[src/irrc_pkg.sv]
// Shared constants and types for the infrared command receiver
package irrc_pkg;

  // ----------------------------------------------------------------
  // Timebase
  // ----------------------------------------------------------------
  localparam int CLK_HZ = 25_000_000;
  localparam int OSC_HZ = 38_000;
  localparam int TICK_DIV = CLK_HZ / OSC_HZ;
  localparam logic [9:0] TICK_LAST = 10'(TICK_DIV - 1);
  localparam int SINGLE_MS = 107;
  localparam int HOLD_MS = 160;
  localparam int SINGLE_TICKS = SINGLE_MS * OSC_HZ / 1000;
  localparam int HOLD_TICKS = HOLD_MS * OSC_HZ / 1000;

  // ----------------------------------------------------------------
  // Frame timing in oscillator ticks; filter length in clocks
  // ----------------------------------------------------------------
  localparam logic [7:0] BIT_TICKS = 8'h10;
  localparam logic [7:0] FIRST_SAMPLE_TICKS = 8'h18;
  localparam logic [7:0] GAP_TICKS = 8'h60;
  localparam logic [1:0] SCHMITT_LAST = 2'h2;
  localparam int FRAME_BITS = 12;
  localparam logic [3:0] FRAME_LAST = 4'hb;

  // ----------------------------------------------------------------
  // Frame field positions (first received bit lands in bit 11)
  // ----------------------------------------------------------------
  localparam int FB_MATCH_FIRST = 11;
  localparam int FB_MATCH_SECOND = 10;
  localparam int FB_MATCH_THIRD = 9;
  localparam int FB_HOLD = 8;
  localparam int FB_GROUP_A = 7;
  localparam int FB_GROUP_B = 6;
  localparam int FB_KEY_HI = 5;

  // ----------------------------------------------------------------
  // Register map
  // ----------------------------------------------------------------
  localparam logic [11:0] OFS_CTRL = 12'h000;
  localparam logic [11:0] OFS_STATUS = 12'h004;
  localparam logic [11:0] OFS_FRAME = 12'h008;
  localparam logic [11:0] OFS_OUTS = 12'h00c;
  localparam logic [11:0] OFS_COUNT = 12'h010;
  localparam logic [2:0] CTRL_RESET = 3'h4;
  localparam int CTRL_ENABLE_BIT = 2;

  typedef enum logic [1:0] {
    IRRC_VAR_LARGE,
    IRRC_VAR_SMALL,
    IRRC_VAR_SMALL_TOGGLE,
    IRRC_VAR_SMALL_INV
  } irrc_variant_t;

  typedef enum logic [2:0] {
    IRRC_IDLE,
    IRRC_RX_FIRST,
    IRRC_GAP,
    IRRC_RX_SECOND
  } irrc_state_t;

endpackage : irrc_pkg

[src/irrc_top.sv]
// Infrared remote command receiver: frame check, code match, output stage, APB registers
//
// Summary of operation
// - Serial input is synchronised and squared by a hysteresis filter before sampling.
// - A command counts only after two successive frames are both checked.
// - The first frame shifts bit by bit into a twelve-bit reference register.
// - During the second frame each pushed-out bit is compared with the arriving bit.
// - The first mismatch resets reception at once and drops the command.
// - Each bit is sampled by a shift pulse at the centre of its period.
// - Matching code bits produce a latch strobe that loads the output stage.
// - Mismatching code bits produce no strobe; outputs keep their current state.
// - Small variants compare code bits two and three, large compares one and two.
// - The uncompared code bit is held at one internally and must arrive as one.
// - An accepted single-shot command raises its pulse output for about 107 ms.
// - First strobe after key press raises the hold output; repeats keep it high.
// - Hold output falls about 160 ms after the last accepted frame.
// - Several hold outputs may be high together from one frame.
// - Each accepted toggle command inverts its toggle output, except in the inverted-input variant while hold one or two is high.
// - Frame holds three code bits, hold flag, two group flags, six key bits.
// - Group A drives singles 1-6; group B keys 1-4 singles 7-10, keys 5-6 toggles.
// - Ten-output variants decode only hold 1-5 plus a reduced single or toggle set.
// - Power-on initialisation is triggered while the code pin nodes are still low.
// - One 38 kHz tick times both sequencing and bit sampling.
// - Inverted-input variant forces toggle one low while hold one or two is high.
`timescale 1ns/1ns
module irrc_top #(
  parameter int SINGLE_LEN = irrc_pkg::SINGLE_TICKS,
  parameter int HOLD_LEN = irrc_pkg::HOLD_TICKS,
  parameter int TICK_LEN = irrc_pkg::TICK_DIV
) (
  // Clock and reset
  input wire logic core_clk,
  input wire logic rst,
  // Receiver pins
  input wire logic rx_in,
  input wire logic code_pin_a,
  input wire logic code_pin_b,
  // APB slave
  input wire logic psel,
  input wire logic penable,
  input wire logic pwrite,
  input wire logic [11:0] paddr,
  input wire logic [31:0] pwdata,
  output logic [31:0] prdata,
  output logic pready,
  output logic pslverr,
  // Command outputs
  output logic [5:0] hold_level_out,
  output logic [9:0] single_pulse_out,
  output logic [1:0] toggle_out
);
  import irrc_pkg::*;

  // ----------------------------------------------------------------
  // Helpers
  // ----------------------------------------------------------------
  // Key K1 sits in the highest key field bit; outputs count from bit 0
  function automatic logic [5:0] key_vec(input logic [11:0] f);
    logic [5:0] v;
    v = '0;
    for (int i = 0; i < 6; i++) begin
      v[i] = f[FB_KEY_HI - i];
    end
    return v;
  endfunction : key_vec

  function automatic logic code_match(input logic [11:0] f, input irrc_variant_t var_sel,
                                      input logic pa, input logic pb);
    logic ok;
    ok = 1'b0;
    if (var_sel == IRRC_VAR_LARGE) begin
      ok = (f[FB_MATCH_FIRST] == pa) && (f[FB_MATCH_SECOND] == pb)
           && f[FB_MATCH_THIRD];
    end else begin
      ok = f[FB_MATCH_FIRST] && (f[FB_MATCH_SECOND] == pa)
           && (f[FB_MATCH_THIRD] == pb);
    end
    return ok;
  endfunction : code_match

  // ----------------------------------------------------------------
  // Declarations
  // ----------------------------------------------------------------
  logic rx_s1_r, rx_s2_r, pa_s1_r, pa_s2_r, pb_s1_r, pb_s2_r;
  logic rx_filt_r, rx_prev_r;
  logic [1:0] filt_cnt_r;
  logic [9:0] div_r;
  logic tick_r, div_end;
  irrc_state_t state_r;
  logic [11:0] shift_r;
  logic [3:0] bit_cnt_r;
  logic [7:0] smp_r;
  logic [7:0] gap_r;
  logic accept_r;
  logic [11:0] frame_r;
  logic code_ok_r;
  logic [2:0] ctrl_r;
  logic [31:0] single_cnt_r;
  logic [31:0] hold_cnt_r;
  logic [15:0] acc_cnt_r;
  logic [15:0] rej_cnt_r;
  logic init_busy;
  logic rx_pol;
  logic rise;
  logic sample;
  logic strobe;
  irrc_variant_t var_sel;
  logic [5:0] keys;
  logic [5:0] hold_mask;
  logic [9:0] single_mask;
  logic [1:0] toggle_mask;
  logic [5:0] hold_nxt;
  logic [9:0] single_nxt;
  logic apb_wr;
  logic [31:0] rd_nxt;
  logic rd_err;

  // ----------------------------------------------------------------
  // Pin synchronisers and hysteresis filter
  // ----------------------------------------------------------------
  always_ff @(posedge core_clk) begin
    if (rst) begin
      rx_s1_r <= 1'b0;
      rx_s2_r <= 1'b0;
      pa_s1_r <= 1'b0;
      pa_s2_r <= 1'b0;
      pb_s1_r <= 1'b0;
      pb_s2_r <= 1'b0;
    end else begin
      rx_s1_r <= rx_in;
      rx_s2_r <= rx_s1_r;
      pa_s1_r <= code_pin_a;
      pa_s2_r <= pa_s1_r;
      pb_s1_r <= code_pin_b;
      pb_s2_r <= pb_s1_r;
    end
  end

  assign var_sel = irrc_variant_t'(ctrl_r[1:0]);
  assign rx_pol = (var_sel == IRRC_VAR_SMALL_INV) ? ~rx_s2_r : rx_s2_r;
  // Both strap nodes low means the pull-up capacitors are still charging
  assign init_busy = ~(pa_s2_r | pb_s2_r);

  // A level must persist three clocks to flip the filter, so slow ramps
  // and short glitches cannot chatter the edge detector
  always_ff @(posedge core_clk) begin
    if (rst) begin
      filt_cnt_r <= 2'h0;
      rx_filt_r <= 1'b0;
      rx_prev_r <= 1'b0;
    end else begin
      rx_prev_r <= rx_filt_r;
      if (rx_pol == rx_filt_r) begin
        filt_cnt_r <= 2'h0;
      end else if (filt_cnt_r == SCHMITT_LAST) begin
        filt_cnt_r <= 2'h0;
        rx_filt_r <= rx_pol;
      end else begin
        filt_cnt_r <= filt_cnt_r + 2'h1;
      end
    end
  end

  assign rise = rx_filt_r & ~rx_prev_r;

  // ----------------------------------------------------------------
  // Oscillator tick
  // ----------------------------------------------------------------
  always_ff @(posedge core_clk) begin
    if (rst) begin
      div_r <= 10'h000;
      tick_r <= 1'b0;
    end else begin
      tick_r <= div_end;
      div_r <= div_end ? 10'h000 : div_r + 10'h001;
    end
  end

  assign div_end = (div_r == 10'(TICK_LEN - 1));
  assign sample = tick_r && (smp_r == 8'h01);

  // ----------------------------------------------------------------
  // Frame reception and double check
  // ----------------------------------------------------------------
  always_ff @(posedge core_clk) begin
    if (rst || init_busy || !ctrl_r[CTRL_ENABLE_BIT]) begin
      state_r <= IRRC_IDLE;
      shift_r <= 12'h000;
      bit_cnt_r <= 4'h0;
      smp_r <= 8'h00;
      gap_r <= 8'h00;
      accept_r <= 1'b0;
    end else begin
      accept_r <= 1'b0;
      case (state_r)
        IRRC_IDLE: begin
          if (rise) begin
            state_r <= IRRC_RX_FIRST;
            shift_r <= 12'h000;
            bit_cnt_r <= 4'h0;
            smp_r <= FIRST_SAMPLE_TICKS;
          end
        end
        IRRC_RX_FIRST: begin
          if (sample) begin
            shift_r <= {shift_r[10:0], rx_filt_r};
            bit_cnt_r <= bit_cnt_r + 4'h1;
            smp_r <= BIT_TICKS;
            if (bit_cnt_r == FRAME_LAST) begin
              state_r <= IRRC_GAP;
              gap_r <= GAP_TICKS;
            end
          end else if (tick_r) begin
            smp_r <= smp_r - 8'h01;
          end
        end
        IRRC_GAP: begin
          if (rise) begin
            state_r <= IRRC_RX_SECOND;
            bit_cnt_r <= 4'h0;
            smp_r <= FIRST_SAMPLE_TICKS;
          end else if (tick_r) begin
            gap_r <= gap_r - 8'h01;
            if (gap_r == 8'h01) begin
              state_r <= IRRC_IDLE;
              shift_r <= 12'h000;
            end
          end
        end
        IRRC_RX_SECOND: begin
          if (sample) begin
            if (shift_r[FRAME_BITS - 1] != rx_filt_r) begin
              state_r <= IRRC_IDLE;
              shift_r <= 12'h000;
            end else begin
              shift_r <= {shift_r[10:0], rx_filt_r};
              bit_cnt_r <= bit_cnt_r + 4'h1;
              smp_r <= BIT_TICKS;
              if (bit_cnt_r == FRAME_LAST) begin
                state_r <= IRRC_IDLE;
                accept_r <= 1'b1;
              end
            end
          end else if (tick_r) begin
            smp_r <= smp_r - 8'h01;
          end
        end
        default: begin
          state_r <= IRRC_IDLE;
        end
      endcase
    end
  end

  // ----------------------------------------------------------------
  // Code comparison and latch strobe
  // ----------------------------------------------------------------
  assign strobe = accept_r && code_match(shift_r, var_sel, pa_s2_r, pb_s2_r);

  always_ff @(posedge core_clk) begin
    if (rst) begin
      frame_r <= 12'h000;
      code_ok_r <= 1'b0;
      acc_cnt_r <= 16'h0000;
      rej_cnt_r <= 16'h0000;
    end else if (accept_r) begin
      frame_r <= shift_r;
      code_ok_r <= strobe;
      if (strobe) begin
        acc_cnt_r <= acc_cnt_r + 16'h0001;
      end else begin
        rej_cnt_r <= rej_cnt_r + 16'h0001;
      end
    end
  end

  // ----------------------------------------------------------------
  // Output decode
  // ----------------------------------------------------------------
  assign keys = key_vec(shift_r);

  always_comb begin
    case (var_sel)
      IRRC_VAR_LARGE: begin
        hold_mask = 6'h3f;
        single_mask = 10'h3ff;
        toggle_mask = 2'h3;
      end
      IRRC_VAR_SMALL: begin
        hold_mask = 6'h1f;
        single_mask = 10'h01f;
        toggle_mask = 2'h0;
      end
      default: begin
        hold_mask = 6'h1f;
        single_mask = 10'h007;
        toggle_mask = 2'h3;
      end
    endcase
  end

  assign hold_nxt = shift_r[FB_HOLD] ? (keys & hold_mask) : 6'h00;
  assign single_nxt = ((shift_r[FB_GROUP_A] ? {4'h0, keys} : 10'h000)
                       | (shift_r[FB_GROUP_B] ? {keys[3:0], 6'h00} : 10'h000))
                      & single_mask;

  // Single pulses share one timer; a newer command restarts it
  always_ff @(posedge core_clk) begin
    if (rst || init_busy) begin
      single_pulse_out <= 10'h000;
      single_cnt_r <= 32'h0000_0000;
    end else if (strobe && (single_nxt != 10'h000)) begin
      single_pulse_out <= single_nxt;
      single_cnt_r <= 32'(SINGLE_LEN);
    end else if (tick_r && (single_cnt_r != 32'h0000_0000)) begin
      single_cnt_r <= single_cnt_r - 32'h0000_0001;
      if (single_cnt_r == 32'h0000_0001) begin
        single_pulse_out <= 10'h000;
      end
    end
  end

  // Each accepted repeat reloads the release timer
  always_ff @(posedge core_clk) begin
    if (rst || init_busy) begin
      hold_level_out <= 6'h00;
      hold_cnt_r <= 32'h0000_0000;
    end else if (strobe && (hold_nxt != 6'h00)) begin
      hold_level_out <= hold_nxt;
      hold_cnt_r <= 32'(HOLD_LEN);
    end else if (tick_r && (hold_cnt_r != 32'h0000_0000)) begin
      hold_cnt_r <= hold_cnt_r - 32'h0000_0001;
      if (hold_cnt_r == 32'h0000_0001) begin
        hold_level_out <= 6'h00;
      end
    end
  end

  always_ff @(posedge core_clk) begin
    if (rst || init_busy) begin
      toggle_out <= 2'h0;
    end else if ((var_sel == IRRC_VAR_SMALL_INV) && (hold_level_out[1:0] != 2'h0)) begin
      toggle_out <= {toggle_out[1], 1'b0};
    end else if (strobe && shift_r[FB_GROUP_B]) begin
      toggle_out <= toggle_out ^ (keys[5:4] & toggle_mask);
    end
  end

  // ----------------------------------------------------------------
  // APB slave: one wait state on every access
  // ----------------------------------------------------------------
  assign apb_wr = psel && penable && pready && pwrite;

  always_comb begin
    rd_nxt = 32'h0000_0000;
    rd_err = 1'b0;
    case (paddr)
      OFS_CTRL: rd_nxt = {29'h0000_0000, ctrl_r};
      OFS_STATUS: rd_nxt = {26'h000_0000, pb_s2_r, pa_s2_r, init_busy, state_r};
      OFS_FRAME: rd_nxt = {15'h0000, code_ok_r, 4'h0, frame_r};
      OFS_OUTS: rd_nxt = {14'h0000, toggle_out, single_pulse_out, hold_level_out};
      OFS_COUNT: rd_nxt = {rej_cnt_r, acc_cnt_r};
      default: rd_err = 1'b1;
    endcase
  end

  always_ff @(posedge core_clk) begin
    if (rst) begin
      pready <= 1'b0;
      prdata <= 32'h0000_0000;
      pslverr <= 1'b0;
    end else begin
      pready <= psel && penable && !pready;
      if (psel && penable && !pready) begin
        prdata <= pwrite ? 32'h0000_0000 : rd_nxt;
        pslverr <= rd_err || (pwrite && (paddr != OFS_CTRL));
      end else begin
        prdata <= 32'h0000_0000;
        pslverr <= 1'b0;
      end
    end
  end

  // Variant and receive enable steer the whole decoder
  always_ff @(posedge core_clk) begin
    if (rst) begin
      ctrl_r <= CTRL_RESET;
    end else if (apb_wr && (paddr == OFS_CTRL)) begin
      ctrl_r <= pwdata[2:0];
    end
  end

endmodule : irrc_top

[config.mk]
export PLATFORM = sky130hd
export DESIGN_NAME = irrc_top
export DESIGN_NICKNAME = d
export VERILOG_FILES = /design/src/irrc_pkg.sv /design/src/irrc_top.sv
export SDC_FILE = /design/constraint.sdc
export NUM_CORES = 1
export LEC_CHECK = 0
export ABC_AREA = 1
export BUFFER_PORTS_ARGS = -buffer_cell sky130_fd_sc_hd__buf_2
export CAP_MARGIN = 20
export CORE_MARGIN = 2
export CORE_UTILIZATION = 60
export CTS_CLUSTER_DIAMETER = 80
export DETAILED_ROUTE_END_ITERATION = 10
export GPL_TIMING_DRIVEN = 1
export PLACE_DENSITY = 0.82
export SYNTH_ARGS = -nofsm -noshare
export SYNTH_HDL_FRONTEND = slang
export SYNTH_SLANG_ARGS = --single-unit
[constraint.sdc]
create_clock -name core_clk -period 3.02 [get_ports core_clk]
set_input_delay 0 -clock core_clk [delete_from_list [all_inputs] [get_ports core_clk]]
set_output_delay 0 -clock core_clk [all_outputs]
set_load 0.005 [all_outputs]
==> out/qor.yml <==
status:
  status: "finished, final reports clean"
clock_network:
  tritoncts: "built"
  clk_path_buf_depth: 3
  cts.sinks: 220
  clk_pin_slew_worst_paths_ns: 0.06
  insertion_delay_ns: 0.53
  root_buffer: "clkbuf_16"
  cts_buffers: 24
  htreeDepth: 1
timing:
  hold_viol_final: 0
  setup_tns_ns: 0
  fin_crit_sh_pct: 76.6
  finalClockSkew_ns: 0.0126
  slew_violations: 0
  max_slew_margin_pct: 47.9
  rsz0062_at_grt: "false"
  tightest_slew_ns: 0.780
  setup_viol: 0
  max_clock_freq_ghz: 0.432
  period_minus_slack_ns: 2.31
floorplanning:
  start_util_pct: 61.4
  fp.dieH_um: 143
  fp.dieArea_um2: 20400
  rows: 50
  fp.dieW_um: 143
  core-area_um2: 18800
  io_pins: 104
run:
  drv_cap: 0
worst_setup_path:
  cp-start-kind: "register"
  critPathKind: "register to register"
  end_kind: "register"
  cp.required_ns: 3.44
  startpoint: "shift_r[7]$_SDFFE_PP0P_"
  r2r-start: "shift_r[7]$_SDFFE_PP0P_"
  cp.arrival_ns: 2.73
  crit_fanout: 20
global_route:
  antenna_found_initial: 0
  grt_usage_pct: 28.4
  grt_pass1_wl_um: 48500
  grt_pass1_vias: 10400
  grt_max_degree: 35
  gr-total-overflow: 0
detailed_routing:
  avgRoutedWirePerCell_um: 13.6
  vias_per_cell: 5.37
  dr.pass1.iters: 5
  drtAntennaViolNets: 0
  routed-via-count: 11400
  totalWireLength_um: 28800
  remaining_drc_errors: 0
  drtIter0Drc: 935
cells_and_area:
  num_antenna_cells: 0
  drive_gt1_share_pct: 9.20
  final_cell_count_no_fill: 2118
  layout_common_cells: "nand2_1 (440), nor2_1 (292), dfxtp_1 (220), inv_1 (191), nand3_1 (140)"
  nets: 1907
  final_common_cell: "nand2_1"
  area_delta_synth_final_pct: 13.6
  fin_util_pct: 69.8
place:
  place_inst: 2053
  place.gp.congestion: 0.927
  port_buffers: 74
  dp_hpwl_um: 19800
synth:
  synth_ff_type: "dfxtp_1"
  syn_nets: 1832
  yosysSeqAreaShare_pct: 38.1
  synth_edf_count: 0
  synth_warnings: 0
  synthCells: 1765
  synth_area_um2: 11600
  synth.ff_latch_count: 220
  synth.distinct_cells: 44
  async_reset_ff_share_pct: 0
  syn_avg_cell_area_um2: 6.56
pwr:
  powerDensity_nw_per_um2: 487
  irDropWorstVdd_uv: 443
  leakagePower_nw: 5.83
worst_hold_path:
  hp-class: "primary input to register"
  hp-start: "paddr[3]"
where the power goes:
part           leakage [nW]  internal (W)  switching (W)
logic                  3.61     0.0000442      0.0000783
registers              1.77       0.00291     0.00000699
clock network         0.449       0.00213        0.00122
metal layers:
layer	up-vias	routed length, um	global-route usage [%]
met5	-	0	0
met4	0	746	8.08
met3	60	1850	3.86
met2	356	13600	49.3
met1	5175	12600	37.0
li1	5784	-	-
what timing repair did:
item / 4_1_cts / 5_1_grt
hold endpoints to repair: 22 / 0
hold buffers: 21 / 0
resized for setup: 0 / 0
buffers inserted: 0 / 0
cell type report:
type,count,area [um2]
fill,1562,5680
timing repair buffer,104,648
sequential,220,4400
multi-input combinational,1286,6090
tap,260,325
clock inverter,15,268
inverter,204,767
clock buffer,29,649
cells in the mapped netlist (2+ instances only):
| library cell | n | area share [%] |
|---|---|---|
| nand2_1 | 440 | 14 |
| nor2_1 | 292 | 9.5 |
| dfxtp_1 | 220 | 38 |
| inv_1 | 191 | 6.2 |
| nand3_1 | 140 | 6.1 |
| a21oi_1 | 124 | 5.4 |
| o21ai_0 | 64 | 2.8 |
| nor3_1 | 42 | 1.8 |
| xor2_1 | 29 | 2.2 |
| nand4_1 | 27 | 1.5 |
| buf_2 | 22 | 0.95 |
| xnor2_1 | 20 | 1.5 |
| clkbuf_1 | 15 | 0.49 |
| ha_1 | 15 | 1.6 |
| inv_2 | 12 | 0.39 |
| nand3b_1 | 10 | 0.65 |
| o211ai_1 | 10 | 0.65 |
| o21ai_1 | 10 | 0.43 |
| nor2_2 | 9 | 0.49 |
| buf_6 | 8 | 0.78 |
| nor3b_1 | 8 | 0.52 |
| nand2_2 | 7 | 0.38 |
| buf_4 | 5 | 0.32 |
| nand3_2 | 5 | 0.43 |
| and3_1 | 4 | 0.22 |
| buf_1 | 4 | 0.13 |
| a31oi_1 | 3 | 0.16 |
| nand2_4 | 3 | 0.29 |
| nor2_4 | 3 | 0.29 |
| nor4_1 | 3 | 0.16 |
| o21a_1 | 3 | 0.19 |
| o21bai_1 | 3 | 0.19 |
| o22ai_1 | 2 | 0.11 |
| or2_2 | 2 | 0.11 |
registers in the layout, summed over array words and instances (netlist names), 2 cells and up:
name,cells
acc_cnt_r,16
filt_cnt_r,2
state_r,2
gap_r,8
hold_level_out,6
single_pulse_out,10
frame_r,12
shift_r,12
single_cnt_r,32
ctrl_r,3
toggle_out,2
div_r,10
bit_cnt_r,4
hold_cnt_r,32
prdata,32
smp_r,8
rej_cnt_r,16
final timing paths:
path	to	slack, ns	depth (start not counted)
worst min-delay path	ctrl_r[0]$_SDFFE_PP0P_	0.05	5
worst max register to register	single_cnt_r[0]$_SDFFE_PP0P_	0.71	11
worst min register to register	rx_s2_r$_SDFF_PP0_	0.41	2
worst max-delay path	single_cnt_r[0]$_SDFFE_PP0P_	0.71	11
metrics by stage:
stage / hold slack [ns] / power [W] / setup slack [ns] / instance area [um2]
floorplan: 0.107 / 0.00305 / 1.33 / 11600
global placement: 0.204 / 0.00308 / 0.787 / 12000
detailed placement: 0.210 / 0.00309 / 0.761 / 12000
CTS: 0.0251 / 0.00642 / 0.750 / 13100
global route: 0.108 / 0.00656 / 0.466 / 13100
finish: 0.0504 / 0.00640 / 0.707 / 13100
worst max-delay path, cell delays in order (launching register included):
cell and delay, ns:
dfxtp_1 0.55, nand2_1 0.10, inv_1 0.08, nand2_1 0.05
nand2_1 0.06, nor2_1 0.05, nand3_2 0.13, nand3_2 0.38
nand2_2 0.45, inv_2 0.17, o21ai_0 0.11, inv_1 0.05
cell families (layout without fill, tap and decap cells):
logic type	count (synthesis)	in the layout	share of synthesized area, %
compound gates	223	223	10.2
xor+xnor	49	49	3.71
fa+ha+maj	15	15	1.62
buf+inv	259	352	9.34
flops	220	220	38.1
simple gates	999	999	37.0
No activity file was read; power rests on OpenSTA's default activity.
